**src/inc/tfo_pkg.sv**
```systemverilog
package tfo_pkg;
   // Register byte offsets on the bus
   localparam logic [7:0] OFS_STAT = 8'h00;
   localparam logic [7:0] OFS_TRIG = 8'h04;
   localparam logic [7:0] OFS_MAIN = 8'h08;
   localparam logic [7:0] OFS_CNT = 8'h0c;
   localparam logic [7:0] OFS_CONA = 8'h10;
   localparam logic [7:0] OFS_CONB = 8'h14;
   // Status/output control fields
   localparam int BIT_FLAG_B = 7;
   localparam int BIT_FLAG_A = 6;
   localparam int BIT_WRAP = 5;
   localparam logic [7:0] STAT_RSVD = 8'h10;
   // Trigger control fields
   localparam int BIT_EDGE_HI = 4;
   localparam int BIT_GATE = 2;
   localparam int BIT_XCLK = 0;
   localparam logic [7:0] TRIG_RSVD = 8'he2;
   // Main control fields
   localparam int BIT_IEN_B = 7;
   localparam int BIT_IEN_A = 6;
   localparam int BIT_IEN_W = 5;
   localparam int BIT_CLR_HI = 4;
   localparam int BIT_CKS_HI = 2;
   // Reset values and counter maximum
   localparam logic [7:0] CNT_RST = 8'h00;
   localparam logic [7:0] CONST_RST = 8'hff;
   localparam logic [7:0] CNT_MAX = 8'hff;
   // Output action codes
   localparam logic [1:0] ACT_HOLD = 2'h0;
   localparam logic [1:0] ACT_LOW = 2'h1;
   localparam logic [1:0] ACT_HIGH = 2'h2;
   localparam logic [1:0] ACT_TOG = 2'h3;
   // Clear source codes
   localparam logic [1:0] CLR_NONE = 2'h0;
   localparam logic [1:0] CLR_MA = 2'h1;
   localparam logic [1:0] CLR_MB = 2'h2;
   localparam logic [1:0] CLR_PIN = 2'h3;
   // Prescaler width: divide by 128 at most
   localparam int PRESC_W = 7;
endpackage

```
**src/tfo_timer.sv**
```systemverilog
`timescale 1ns/1ps
module tfo_timer
   import tfo_pkg::*;
#(
   parameter int ADR_W = 8
) (
   input wire logic clk_i,
   input wire logic rst_i,
   input wire logic ce_i,
   input wire logic wb_cyc_i,
   input wire logic wb_stb_i,
   input wire logic wb_we_i,
   input wire logic [ADR_W-1:0] wb_adr_i,
   input wire logic [3:0] wb_sel_i,
   input wire logic [31:0] wb_dat_i,
   output logic [31:0] wb_dat_o,
   output logic wb_ack_o,
   input wire logic ext_count_pin_i,
   input wire logic ext_clear_pin_i,
   input wire logic trig_in_pin_i,
   output logic wave_out_pin_o,
   output logic irq_o
);

   // Software-visible state
   logic [2:0] flags; // Flag B, flag A, wrap flag
   logic [2:0] armed; // Flag seen as 1 by a read
   logic [1:0] act_b; // Action on match B
   logic [1:0] act_a; // Action on match A
   logic [1:0] edge_sel; // Trigger edge code
   logic gate_en; // Trigger gate enable
   logic extra_clk; // Extra clock-select bit
   logic [7:0] main_ctrl; // Enables, clear source, clock select
   logic [7:0] cnt; // Up counter
   logic [7:0] const_a; // Compare constant A
   logic [7:0] const_b; // Compare constant B
   // Internal state
   logic [PRESC_W-1:0] presc; // Free-running prescaler
   logic [PRESC_W-1:0] presc_q; // Prescaler one cycle ago
   logic ext_cnt_q; // Count pin one cycle ago
   logic ext_clr_q; // Clear pin one cycle ago
   logic trig_q; // Trigger pin one cycle ago
   logic halted; // Counting stopped awaiting trigger
   logic wave; // Waveform output level

   // Field views of the main control register
   wire [2:0] flag_en = main_ctrl[BIT_IEN_B:BIT_IEN_W];
   wire [1:0] clr_src = main_ctrl[BIT_CLR_HI -: 2];
   wire [2:0] cks = main_ctrl[BIT_CKS_HI -: 3];

   // Bus decode
   wire req = wb_cyc_i & wb_stb_i;
   wire wr = req & wb_we_i & wb_ack_o & wb_sel_i[0];
   wire rd_take = req & ~wb_we_i & ~wb_ack_o;
   wire sel_stat = wb_adr_i == ADR_W'(OFS_STAT);
   wire sel_trig = wb_adr_i == ADR_W'(OFS_TRIG);
   wire sel_main = wb_adr_i == ADR_W'(OFS_MAIN);
   wire sel_cnt = wb_adr_i == ADR_W'(OFS_CNT);
   wire sel_cona = wb_adr_i == ADR_W'(OFS_CONA);
   wire sel_conb = wb_adr_i == ADR_W'(OFS_CONB);
   wire [7:0] wd = wb_dat_i[7:0];

   // Register read views; reserved bits forced to one
   wire [7:0] stat_view = {flags, 1'b0, act_b, act_a} | STAT_RSVD;
   wire [7:0] trig_view = {3'h0, edge_sel, gate_en, 1'b0, extra_clk} | TRIG_RSVD;

   // Read multiplexer; unmapped addresses read as zero
   wire [7:0] rd_val = sel_stat ? stat_view :
                       sel_trig ? trig_view :
                       sel_main ? main_ctrl :
                       sel_cnt ? cnt :
                       sel_cona ? const_a :
                       sel_conb ? const_b : 8'h00;

   // Internal divided clock: bit index 2*code-1+extra, falling edge counts
   function automatic logic div_fall(input logic [PRESC_W-1:0] prev,
                                     input logic [PRESC_W-1:0] now,
                                     input logic [1:0] code,
                                     input logic xb);
      logic [2:0] idx;
      idx = 3'({code, 1'b0}) - 3'h1 + 3'(xb);
      div_fall = prev[idx] & ~now[idx];
   endfunction

   // Edge detect selected by a two-bit edge code
   function automatic logic edge_hit(input logic [1:0] code,
                                     input logic prev,
                                     input logic now);
      edge_hit = (code[0] & now & ~prev) | (code[1] & ~now & prev);
   endfunction

   // Count event selection
   wire int_tick = ~cks[2] & (cks[1:0] != 2'h0)
                   & div_fall(presc_q, presc, cks[1:0], extra_clk);
   wire ext_tick = cks[2] & edge_hit(cks[1:0], ext_cnt_q, ext_count_pin_i);
   wire tick = ce_i & ~halted & (int_tick | ext_tick);

   // Trigger and clear pin edges
   wire trig_hit = ce_i & gate_en & edge_hit(edge_sel, trig_q, trig_in_pin_i);
   wire ext_clr_pin_rise = ext_clear_pin_i & ~ext_clr_q;
   wire pin_clr = ce_i & ext_clr_pin_rise;

   // Compare matches; a constant write in the same cycle suppresses its match
   wire match_a = tick & (cnt == const_a) & ~(wr & sel_cona);
   wire match_b = tick & (cnt == const_b) & ~(wr & sel_conb);

   // Clear source selection
   wire clr = (clr_src == CLR_MA & match_a) | (clr_src == CLR_MB & match_b)
              | (clr_src == CLR_PIN & pin_clr);
   wire cnt_wr = wr & sel_cnt;
   wire wrap = tick & (cnt == CNT_MAX) & ~clr & ~cnt_wr;

   // Flag set and clear terms
   wire [2:0] flag_set = {match_b, match_a, wrap};
   wire [2:0] flag_clr = {3{wr & sel_stat}} & armed & ~wd[BIT_FLAG_B:BIT_WRAP];

   // Merge output actions of both matches
   wire [1:0] eff_b = match_b ? act_b : ACT_HOLD;
   wire [1:0] eff_a = match_a ? act_a : ACT_HOLD;
   wire any_tog = (eff_a == ACT_TOG) | (eff_b == ACT_TOG);
   wire any_high = (eff_a == ACT_HIGH) | (eff_b == ACT_HIGH);
   wire any_low = (eff_a == ACT_LOW) | (eff_b == ACT_LOW);
   wire next_wave = any_tog ? ~wave :
                    any_high ? 1'b1 :
                    any_low ? 1'b0 : wave;

   // Counter next value: clear beats write, write beats count
   wire [7:0] next_cnt = clr ? CNT_RST :
                         cnt_wr ? wd :
                         tick ? 8'(cnt + 8'h01) : cnt;

   // Bus answer: registered ack one cycle after request, data with it
   always_ff @(posedge clk_i) begin
      if (rst_i) begin
         wb_ack_o <= 1'b0;
         wb_dat_o <= 32'h0;
      end else if (ce_i) begin
         wb_ack_o <= req & ~wb_ack_o;
         if (rd_take) begin
            wb_dat_o <= {24'h0, rd_val};
         end
      end
   end

   // Read-then-write clear protocol; a new set wins over a clear
   always_ff @(posedge clk_i) begin
      if (rst_i) begin
         flags <= 3'h0;
         armed <= 3'h0;
      end else if (ce_i) begin
         flags <= (flags & ~flag_clr) | flag_set;
         // Arm on a status read showing the flag as one
         if (rd_take & sel_stat) begin
            armed <= flags;
         end else begin
            armed <= armed & ~flag_clr;
         end
      end
   end

   // Control registers, writable bits only
   always_ff @(posedge clk_i) begin
      if (rst_i) begin
         act_b <= ACT_HOLD;
         act_a <= ACT_HOLD;
         edge_sel <= 2'h0;
         gate_en <= 1'b0;
         extra_clk <= 1'b0;
         main_ctrl <= 8'h00;
         const_a <= CONST_RST;
         const_b <= CONST_RST;
      end else if (ce_i & wr) begin
         if (sel_stat) begin
            act_b <= wd[3:2];
            act_a <= wd[1:0];
         end
         if (sel_trig) begin
            edge_sel <= wd[BIT_EDGE_HI -: 2];
            gate_en <= wd[BIT_GATE];
            extra_clk <= wd[BIT_XCLK];
         end
         if (sel_main) begin
            main_ctrl <= wd;
         end
         if (sel_cona) begin
            const_a <= wd;
         end
         if (sel_conb) begin
            const_b <= wd;
         end
      end
   end

   // Counter, prescaler and pin history
   always_ff @(posedge clk_i) begin
      if (rst_i) begin
         cnt <= CNT_RST;
         presc <= '0;
         presc_q <= '0;
         ext_cnt_q <= 1'b0;
         ext_clr_q <= 1'b0;
         trig_q <= 1'b0;
      end else if (ce_i) begin
         cnt <= next_cnt;
         presc <= presc + 1'b1;
         presc_q <= presc;
         ext_cnt_q <= ext_count_pin_i;
         ext_clr_q <= ext_clear_pin_i;
         trig_q <= trig_in_pin_i;
      end
   end

   // Halt after a clear while gated; a trigger edge in the same cycle wins
   // so the start request is never lost.
   always_ff @(posedge clk_i) begin
      if (rst_i) begin
         halted <= 1'b0;
      end else if (ce_i) begin
         if (!gate_en) begin
            halted <= 1'b0;
         end else if (trig_hit) begin
            halted <= 1'b0;
         end else if (clr) begin
            halted <= 1'b1;
         end
      end
   end

   // Waveform output level
   always_ff @(posedge clk_i) begin
      if (rst_i) begin
         wave <= 1'b0;
      end else if (ce_i) begin
         wave <= next_wave;
      end
   end

   assign wave_out_pin_o = wave;
   // Level interrupt gated by the enable bits
   assign irq_o = |(flags & flag_en);
endmodule

```
**config.mk**
```make
export PLATFORM = sky130hd
export DESIGN_NAME = tfo_timer
export DESIGN_NICKNAME = d
export VERILOG_FILES = /design/src/inc/tfo_pkg.sv /design/src/tfo_timer.sv
export SDC_FILE = /design/constraint.sdc
export NUM_CORES = 1
export LEC_CHECK = 0
export BUFFER_PORTS_ARGS = -buffer_cell sky130_fd_sc_hd__buf_2
export CELL_PAD_IN_SITES_DETAIL_PLACEMENT = 0
export CELL_PAD_IN_SITES_GLOBAL_PLACEMENT = 1
export CORE_ASPECT_RATIO = 1.25
export CORE_MARGIN = 3
export CORE_UTILIZATION = 44
export DETAILED_ROUTE_END_ITERATION = 16
export GPL_TIMING_DRIVEN = 1
export PLACE_DENSITY = 0.84
export SLEW_MARGIN = 15
export SYNTH_ARGS = -nofsm -noshare
export SYNTH_HDL_FRONTEND = slang
export SYNTH_SLANG_ARGS = --single-unit
```
**constraint.sdc**
```tcl
create_clock -name clk_i -period 4.9 [get_ports clk_i]
set_clock_uncertainty 0.1 [all_clocks]
set_input_delay 1.225 -clock clk_i [delete_from_list [all_inputs] [get_ports clk_i]]
set_output_delay 1.225 -clock clk_i [all_outputs]
set_load 0.005 [all_outputs]
```
==> results of run 1 <==
-- worst max-delay path: stages --
cell	delay, ns
buf_2	0.11
nor4_2	0.34
nand2_2	0.17
nor3_2	0.27
a31oi_1	0.28
and4_1	0.34
a311o_2	0.45
a31oi_2	0.17
-- sequential cells by signal (all words and copies together) (netlist names), 3 cells and up --
name,count
const_a,8
presc_q,7
armed,3
main_ctrl,8
presc,7
wb_dat_o,8
const_b,8
cnt,8
flags,3
-- path summary, 6_finish.rpt --
kind | from | end
worst min-delay path | wb_dat_o[5]$_SDFFE_PP0P_ | wb_dat_o[5]$_SDFFE_PP0P_
worst max-delay path | wb_adr_i[1] | cnt[0]$_SDFFE_PP0P_
worst min register to register | wb_dat_o[5]$_SDFFE_PP0P_ | wb_dat_o[5]$_SDFFE_PP0P_
worst max register to register | extra_clk$_SDFFE_PP0P_ | cnt[0]$_SDFFE_PP0P_
-- cell usage after synthesis, drive strengths merged (5+ instances only) --
master	number
a211o	16
a21oi	28
a22oi	6
and3	6
buf	35
clkbuf	14
dfxtp	74
inv	8
mux2i	36
nand2	31
nand3	6
nand4	5
nand4b	7
nor2	65
nor2b	18
nor3	7
nor4	6
o21ai	21
or2	5
xor2	20
-- per-layer routing --
metal	track usage	vias up	part of all wire
li1	-	1683	-
met3	0.0224	16	0.054
met5	0	-	0
met4	0.104	0	0.026
met1	0.266	1626	0.44
met2	0.314	109	0.48
-- area by class of cell --
| class | count | area share |
|---|---|---|
| Inverter | 8 | 0.00683 |
| Sequential cell | 74 | 0.337 |
| Tap cell | 120 | 0.0342 |
| Clock buffer | 11 | 0.0299 |
| Clock inverter | 3 | 0.00427 |
| Timing Repair Buffer | 42 | 0.0513 |
| Multi-Input combinational cell | 365 | 0.536 |
-- cell families after synthesis --
group / count (synthesis) / share of synthesized area
buffers and inverters: 57 / 0.0785
AO/OA/AOI/OAI: 98 / 0.167
AND/OR/NAND/NOR: 179 / 0.227
XOR/XNOR: 21 / 0.0452
multiplexers: 40 / 0.108
other: 1 / 0.000922
adder cells (fa/ha/maj): 3 / 0.00923
flip-flops: 74 / 0.364
-- through the flow --
step / setup WS [ns] / power, mW / instance area (µm²)
final: 1.71 / 1.07 / 4390
after global routing: 1.62 / 1.12 / 4390
after CTS: 1.74 / 1.08 / 4390
after detailed placement: 1.39 / 0.696 / 4240
after global placement: 1.45 / 0.695 / 4240
after floorplan: 1.88 / 0.680 / 4150
-- power groups by stage --
| stage | logic [mW] | registers (mW) | clock network [mW] |
|---|---|---|---|
| 2_1_floorplan | 0.0566 | 0.624 | 0 |
| 3_3_place_gp | 0.0708 | 0.624 | 0 |
| 3_5_place_dp | 0.0716 | 0.625 | 0 |
| 4_1_cts | 0.0717 | 0.611 | 0.400 |
| 5_1_grt | 0.0804 | 0.611 | 0.425 |
| 6_report | 0.0717 | 0.611 | 0.390 |
==> flow_metrics.tcl, run 1 <==
set metrics [dict create \
    slew_viol_final 0 \
    layout_common_cells "dfxtp_1 (74), nor2_1 (65), mux2i_1 (36), buf_2 (36), nand2_1 (30)" \
    place_congestion 0.894 \
    initial_core_util 0.460 \
    finalSetupViolCount 0 \
    swShare 0.246 \
    grt_max_degree 47 \
    drt_pass1_iterations 5 \
    synth.area.top_cells "dfxtp_1 (36%), mux2i_1 (8.9%), nor2_1 (6.0%)" \
    viasPerCell 5.51 \
    synth_area_um2 4070 \
    hpwl_mm 7.17 \
    worst_hold_slack_ns 0.352 \
    cts.sinks 74 \
    powerDensity_nw_per_um2 244 \
    clkTransAtPathRegs_ns 0.08 \
    seq_area_um2 1480 \
    intPower_uw 808 \
    dp.cells 609 \
    p_switching_uw 264 \
    cts_buffers 9 \
    post-route-drc-count 0 \
    fp.dieW_um 92.0 \
    h-tree-depth 3 \
    ios 88 \
    num_vias 3434 \
    period_needed_ns 3.19 \
    grt_usage 0.198 \
    cts_tree "yes" \
    clk_latency_ns 0.35 \
    relSlewSlack 0.422 \
    ys_ff_latch 74 \
    dieArea_um2 10400 \
    antenna_found_initial 0 \
    start_kind "input port" \
    diodes 0 \
    ant_nets 0 \
    wl_mm 9.86 \
    synth-async-reset-ratio 0 \
    core_area_um2 8840 \
    grt_setup_unrepaired "no" \
    final_nets 556 \
    hold_class "reg -> reg" \
    cts_hold_buf 0 \
    synth_cell_type_count 59 \
    synth_top_area_frac 0.364 \
    cp.required_ns 5.07 \
    multi_input_area_um2 2360 \
    layout-drive-gt1-share 0.153 \
    final_common_cell "dfxtp_1" \
    fillers 903 \
    grt_pass1_vias 3216 \
    combPwrFrac 0.067 \
    setup_tns_ns 0 \
    status "finished clean" \
    setup.worst_path.class "in -> reg" \
    io_buffers 36 \
    cts_buffer_depth 2 \
    post_cts_resized 0 \
    synthFlopType "dfxtp_1" \
    syn_area_per_cell_um2 8.59 \
    utilization 0.497 \
    power.share.clock 0.363 \
    fmax_ghz 0.313 \
    seq_area_frac_synth 0.364 \
    worstMarginPinSlew_ns 0.866 \
    finalHoldViolations 0 \
    seqPwrFrac 0.570 \
    grt_pass1_wl_mm 16.3 \
    fin_cells 623 \
    worst-r2r-cell-count 8 \
    wl_per_cell_um 15.8 \
    final.period_utilization 0.652 \
    synth_edf_count 0 \
    cts_setup_buffers 0 \
    overflow 0 \
    cellLeakagePower_nw 1.70 \
    yosys_warnings 0 \
    rows 38 \
    syn_inst 473 \
    crit_fanout 8 \
    area_growth_pct 8.09 \
    cp-end-kind "flip-flop" \
    cp.arrival_ns 3.36 \
    cap_violations 0 \
    cts_root_buf "clkbuf_8" \
    yosys.area.top_type "dfxtp_1" \
    ir_drop_v 0.000221 \
    die_h_um 113 \
    r2r_slack_ns 1.91 \
    first_iter_violations 291 \
    hold_path_depth 2 \
]
Note: power is estimated with default switching activity, not from simulation.
==> inputs of run 2 (changes only) <==
--- a/config.mk
+++ b/config.mk
@@ -10,10 +10,10 @@
 export CELL_PAD_IN_SITES_GLOBAL_PLACEMENT = 1
 export CORE_ASPECT_RATIO = 1.25
 export CORE_MARGIN = 3
-export CORE_UTILIZATION = 44
+export CORE_UTILIZATION = 37
 export DETAILED_ROUTE_END_ITERATION = 16
 export GPL_TIMING_DRIVEN = 1
-export PLACE_DENSITY = 0.84
+export PLACE_DENSITY = 0.75
 export SLEW_MARGIN = 15
 export SYNTH_ARGS = -nofsm -noshare
 export SYNTH_HDL_FRONTEND = slang
==> constraint.sdc (replaced) <==
create_clock -name clk_i -period 2.8 [get_ports clk_i]
set_clock_uncertainty 0.1 [all_clocks]
set_input_delay 0.7 -clock clk_i [delete_from_list [all_inputs] [get_ports clk_i]]
set_output_delay 0.7 -clock clk_i [all_outputs]
set_load 0.005 [all_outputs]
==> flow_metrics.tcl, run 2 (synthesized netlist as in run 1, its figures left out) <==
set metrics [dict create \
    clk_latency_ns 0.34 \
    hpwl_mm 7.97 \
    post-route-drc-count 0 \
    cts_buffer_depth 2 \
    grt_setup_unrepaired "no" \
    clkTransAtPathRegs_ns 0.06 \
    grt_pass1_wl_mm 17.1 \
    start_kind "flip-flop" \
    grt_max_degree 39 \
    overflow 0 \
    cts_hold_buf 0 \
    viasPerCell 5.38 \
    drt_pass1_iterations 5 \
    h-tree-depth 3 \
    crit_chain "inv_1, ha_1, nor4bb_1, o31ai_1, o31ai_4, and4_1, a311o_2, a31oi_2" \
    cts_tree "yes" \
    cp-end-kind "flip-flop" \
    cts_setup_buffers 0 \
    antenna_found_initial 0 \
    hold_class "reg -> reg" \
    setup_tns_ns 0 \
    crit_family "compound AO/OA/AOI/OAI gates" \
    wl_per_cell_um 16.2 \
    die_h_um 123 \
    final_nets 572 \
    cts.sinks 74 \
    cp.arrival_ns 2.70 \
    final.period_utilization 0.902 \
    crit_fanout 8 \
    worst_path_max_delay_cell "a311o_2" \
    cap_violations 0 \
    ir_drop_v 0.000382 \
    ios 88 \
    layout_common_cells "dfxtp_1 (74), nor2_1 (65), mux2i_1 (36), buf_2 (36), nand2_1 (30)" \
    first_iter_violations 142 \
    num_vias 3514 \
    area_growth_pct 15.8 \
    powerDensity_nw_per_um2 524 \
    grt_pass1_vias 3392 \
    finalSetupViolCount 0 \
    cp.required_ns 2.97 \
    relSlewSlack 0.637 \
    post_cts_resized 0 \
    grt_usage 0.180 \
    dp.cells 637 \
    cts_buffers 9 \
    ant_nets 0 \
    fp.dieW_um 99.8 \
    place_congestion 0.899 \
    diodes 0 \
    wl_mm 10.6 \
    period_needed_ns 2.53 \
    setup.worst_path.class "reg -> reg" \
    finalHoldViolations 0 \
    final_common_cell "dfxtp_1" \
    slew_viol_final 0 \
    crit_buf_inv 1 \
    p_total_mw 2.47 \
    layout-drive-gt1-share 0.186 \
    rows 42 \
    worstMarginPinSlew_ns 0.541 \
    core_area_um2 10700 \
    cts_root_buf "clkbuf_16" \
    cellLeakagePower_nw 1.86 \
    dieArea_um2 12300 \
    fmax_ghz 0.396 \
    io_buffers 36 \
    fin_cells 653 \
    initial_core_util 0.381 \
    status "finished clean" \
    cpPeakStageDelay_ns 0.46 \
]
[run 2: per-layer routing]
| layer | part of all wire | up-vias | track usage |
|---|---|---|---|
| met4 | 0.023 | 0 | 0.0777 |
| met1 | 0.44 | 1673 | 0.227 |
| met2 | 0.48 | 96 | 0.299 |
| met5 | 0 | - | 0 |
| met3 | 0.047 | 21 | 0.0333 |
| li1 | - | 1724 | - |
[run 2: cell type report]
cell class	count	area, µm²
Fill cell	1088	5960
Multi-Input combinational cell	365	2360
Sequential cell	74	1480
Timing Repair Buffer	58	345
Clock buffer	9	225
Tap cell	132	165
Clock inverter	7	101
Inverter	8	30.0
[run 2: worst paths after layout]
check,from,endpoint,slack (ns),cells after the start
worst min-delay path,wb_dat_o[1]$_SDFFE_PP0P_,wb_dat_o[1]$_SDFFE_PP0P_,0.35,2
worst max-delay path,main_ctrl[0]$_SDFFE_PP0P_,cnt[0]$_SDFFE_PP0P_,0.27,8
worst max register to register,main_ctrl[0]$_SDFFE_PP0P_,cnt[0]$_SDFFE_PP0P_,0.27,8
worst min register to register,wb_dat_o[1]$_SDFFE_PP0P_,wb_dat_o[1]$_SDFFE_PP0P_,0.35,2
[run 2: tightest hold or removal path, delay by kind of cell, from the launching register on]
kind | cells | cell delay [ns]
AO/OA/AOI/OAI | 1 | 0.05
flip-flops | 1 | 0.31
AND/OR/NAND/NOR | 1 | 0.05
[run 2: report_power, final]
part           total (mW)  leakage, nW  switching [mW]  internal [mW]
Sequential           1.07        0.598         0.00783           1.06
Combinational       0.134         1.11          0.0852         0.0483
Clock                1.26        0.153           0.476          0.787
Total                2.47         1.86           0.569           1.90
[run 2: through the flow]
step	area (µm²)	hold slack (ns)	utilization	setup slack (ns)
floorplan	4150	0.348	-	0.309
global placement	4380	0.342	0.411	0.149
detailed placement	4380	0.344	0.411	0.0783
CTS	4710	0.352	0.441	0.245
global route	4710	0.360	0.441	0.0709
finish	4710	0.353	0.441	0.274
==> inputs of run 3 (changes only) <==
--- a/config.mk
+++ b/config.mk
@@ -13,7 +13,7 @@
 export CORE_UTILIZATION = 37
 export DETAILED_ROUTE_END_ITERATION = 16
 export GPL_TIMING_DRIVEN = 1
-export PLACE_DENSITY = 0.75
+export PLACE_DENSITY_LB_ADDON = 0.1
 export SLEW_MARGIN = 15
 export SYNTH_ARGS = -nofsm -noshare
 export SYNTH_HDL_FRONTEND = slang
==> constraint.sdc (replaced) <==
create_clock -name clk_i -period 2.1 [get_ports clk_i]
set_clock_uncertainty 0.1 [all_clocks]
set_input_delay 0.525 -clock clk_i [delete_from_list [all_inputs] [get_ports clk_i]]
set_output_delay 0.525 -clock clk_i [all_outputs]
set_load 0.005 [all_outputs]
==> flow_metrics.tcl, run 3 (synthesized netlist as in run 1, its figures left out) <==
set metrics [dict create \
    layout-drive-gt1-share 0.309 \
    finalHoldViolations 0 \
    slew_viol_final 0 \
    cts_buffer_depth 2 \
    cellLeakagePower_nw 2.23 \
    antenna_found_initial 0 \
    ir_drop_v 0.000394 \
    cp.required_ns 2.27 \
    h-tree-depth 3 \
    crit_fanout 8 \
    period_needed_ns 2.21 \
    grt_usage 0.201 \
    diodes 0 \
    grt_max_degree 43 \
    powerDensity_nw_per_um2 637 \
    hold_class "reg -> reg" \
    wl_mm 12.0 \
    fmax_ghz 0.452 \
    intPower_mw 2.70 \
    post-route-drc-count 0 \
    area_growth_pct 33.8 \
    final.period_utilization 1.05 \
    crit_chain "inv_4, ha_4, xor2_4, o41ai_4, o31ai_4, and4_1, a311o_2, a31oi_2" \
    cts.sinks 74 \
    overflow 0 \
    status "finished, violations left" \
    dp.cells 687 \
    clkTransAtPathRegs_ns 0.06 \
    rows 42 \
    p_total_mw 3.46 \
    initial_core_util 0.381 \
    fin_cells 711 \
    violations "negative setup slack" \
    place_congestion 0.863 \
    relSlewSlack 0.667 \
    dp_slack_ns -0.305 \
    drt_pass1_iterations 4 \
    hpwl_mm 9.12 \
    power.share.clock 0.527 \
    num_vias 3685 \
    worst_path_max_delay_cell "a311o_2" \
    io_buffers 36 \
    wl_per_cell_um 16.8 \
    cap_violations 0 \
    die_h_um 123 \
    worstMarginPinSlew_ns 0.493 \
    cp.arrival_ns 2.38 \
    layout_setup_ws_ns -0.111 \
    start_kind "flip-flop" \
    fp.dieW_um 99.8 \
    seqPwrFrac 0.411 \
    cts_hold_buf 0 \
    combPwrFrac 0.063 \
    cts_root_buf "clkbuf_16" \
    setup.worst_path.class "reg -> reg" \
    cp-end-kind "flip-flop" \
    dieArea_um2 12300 \
    grt_pass1_vias 3469 \
    core_area_um2 10700 \
    r2r_slack_ns -0.11 \
    cts_buffers 9 \
    clk_latency_ns 0.34 \
    ant_nets 0 \
    final_nets 630 \
    p_switching_uw 763 \
    grt_pass1_wl_mm 18.9 \
    cpPeakStageDelay_ns 0.41 \
    ios 88 \
    first_iter_violations 139 \
    grt_setup_unrepaired "yes" \
    layout_common_cells "dfxtp_1 (72), buf_4 (72), nor2_1 (63)" \
    swShare 0.220 \
    cts_tree "yes" \
    finalSetupViolCount 10 \
    viasPerCell 5.18 \
]
==> run 3: stage by stage <==
stage / instance area (µm²) / hold WS [ns] / setup TNS (ns) / utilization
6_report: 5440 / 0.347 / -0.848 / 0.510
3_5_place_dp: 4960 / 0.342 / -6.94 / 0.465
5_1_grt: 5440 / 0.364 / -2.44 / 0.510
4_1_cts: 5370 / 0.349 / -1.44 / 0.503
3_3_place_gp: 4960 / 0.341 / -5.58 / 0.465
2_1_floorplan: 4310 / 0.348 / -0.335 / -
==> run 3: worst paths after layout <==
path	from	end	depth (start not counted)
setup / recovery	extra_clk$_SDFFE_PP0P_	cnt[0]$_SDFFE_PP0P_	8
setup reg to reg	extra_clk$_SDFFE_PP0P_	cnt[0]$_SDFFE_PP0P_	8
hold / removal	wb_dat_o[1]$_SDFFE_PP0P_	wb_dat_o[1]$_SDFFE_PP0P_	2
hold reg to reg	wb_dat_o[1]$_SDFFE_PP0P_	wb_dat_o[1]$_SDFFE_PP0P_	2
==> run 3: metal layers <==
| layer | routed length [µm] | track usage |
|---|---|---|
| met5 | 0 | 0 |
| met1 | 5060 | 0.252 |
| met4 | 223 | 0.0751 |
| met2 | 6340 | 0.354 |
| met3 | 338 | 0.0231 |
==> run 3: power by group through the flow <==
stage	clock, mW	combinational [mW]	sequential [mW]
2_1_floorplan	0	0.137	1.46
3_3_place_gp	0	0.214	1.45
3_5_place_dp	0	0.216	1.45
4_1_cts	1.86	0.217	1.42
5_1_grt	1.92	0.238	1.42
6_report	1.82	0.218	1.42
==> run 3: cell type report <==
type | count | area, µm²
Clock buffer | 10 | 239
Clock inverter | 6 | 113
Fill cell | 1073 | 5230
Inverter | 8 | 32.5
Multi-Input combinational cell | 365 | 2560
Sequential cell | 74 | 1490
Tap cell | 132 | 165
Timing Repair Buffer | 116 | 846
==> run 3: critical path: cells and delay by family, from the launching register on <==
| kind | cells | cell delay [ns] |
|---|---|---|
| xor+xnor | 1 | 0.16 |
| fa+ha+maj | 1 | 0.17 |
| buf+inv | 1 | 0.04 |
| compound gates | 4 | 1.09 |
| simple gates | 1 | 0.18 |
| flops | 1 | 0.39 |
==> run 3: timing repair <==
action	in CTS	in global routing
endpoints found under the setup margin	10	19
buffers inserted	4	4
gates resized for setup	8	11
pin swaps	10	6
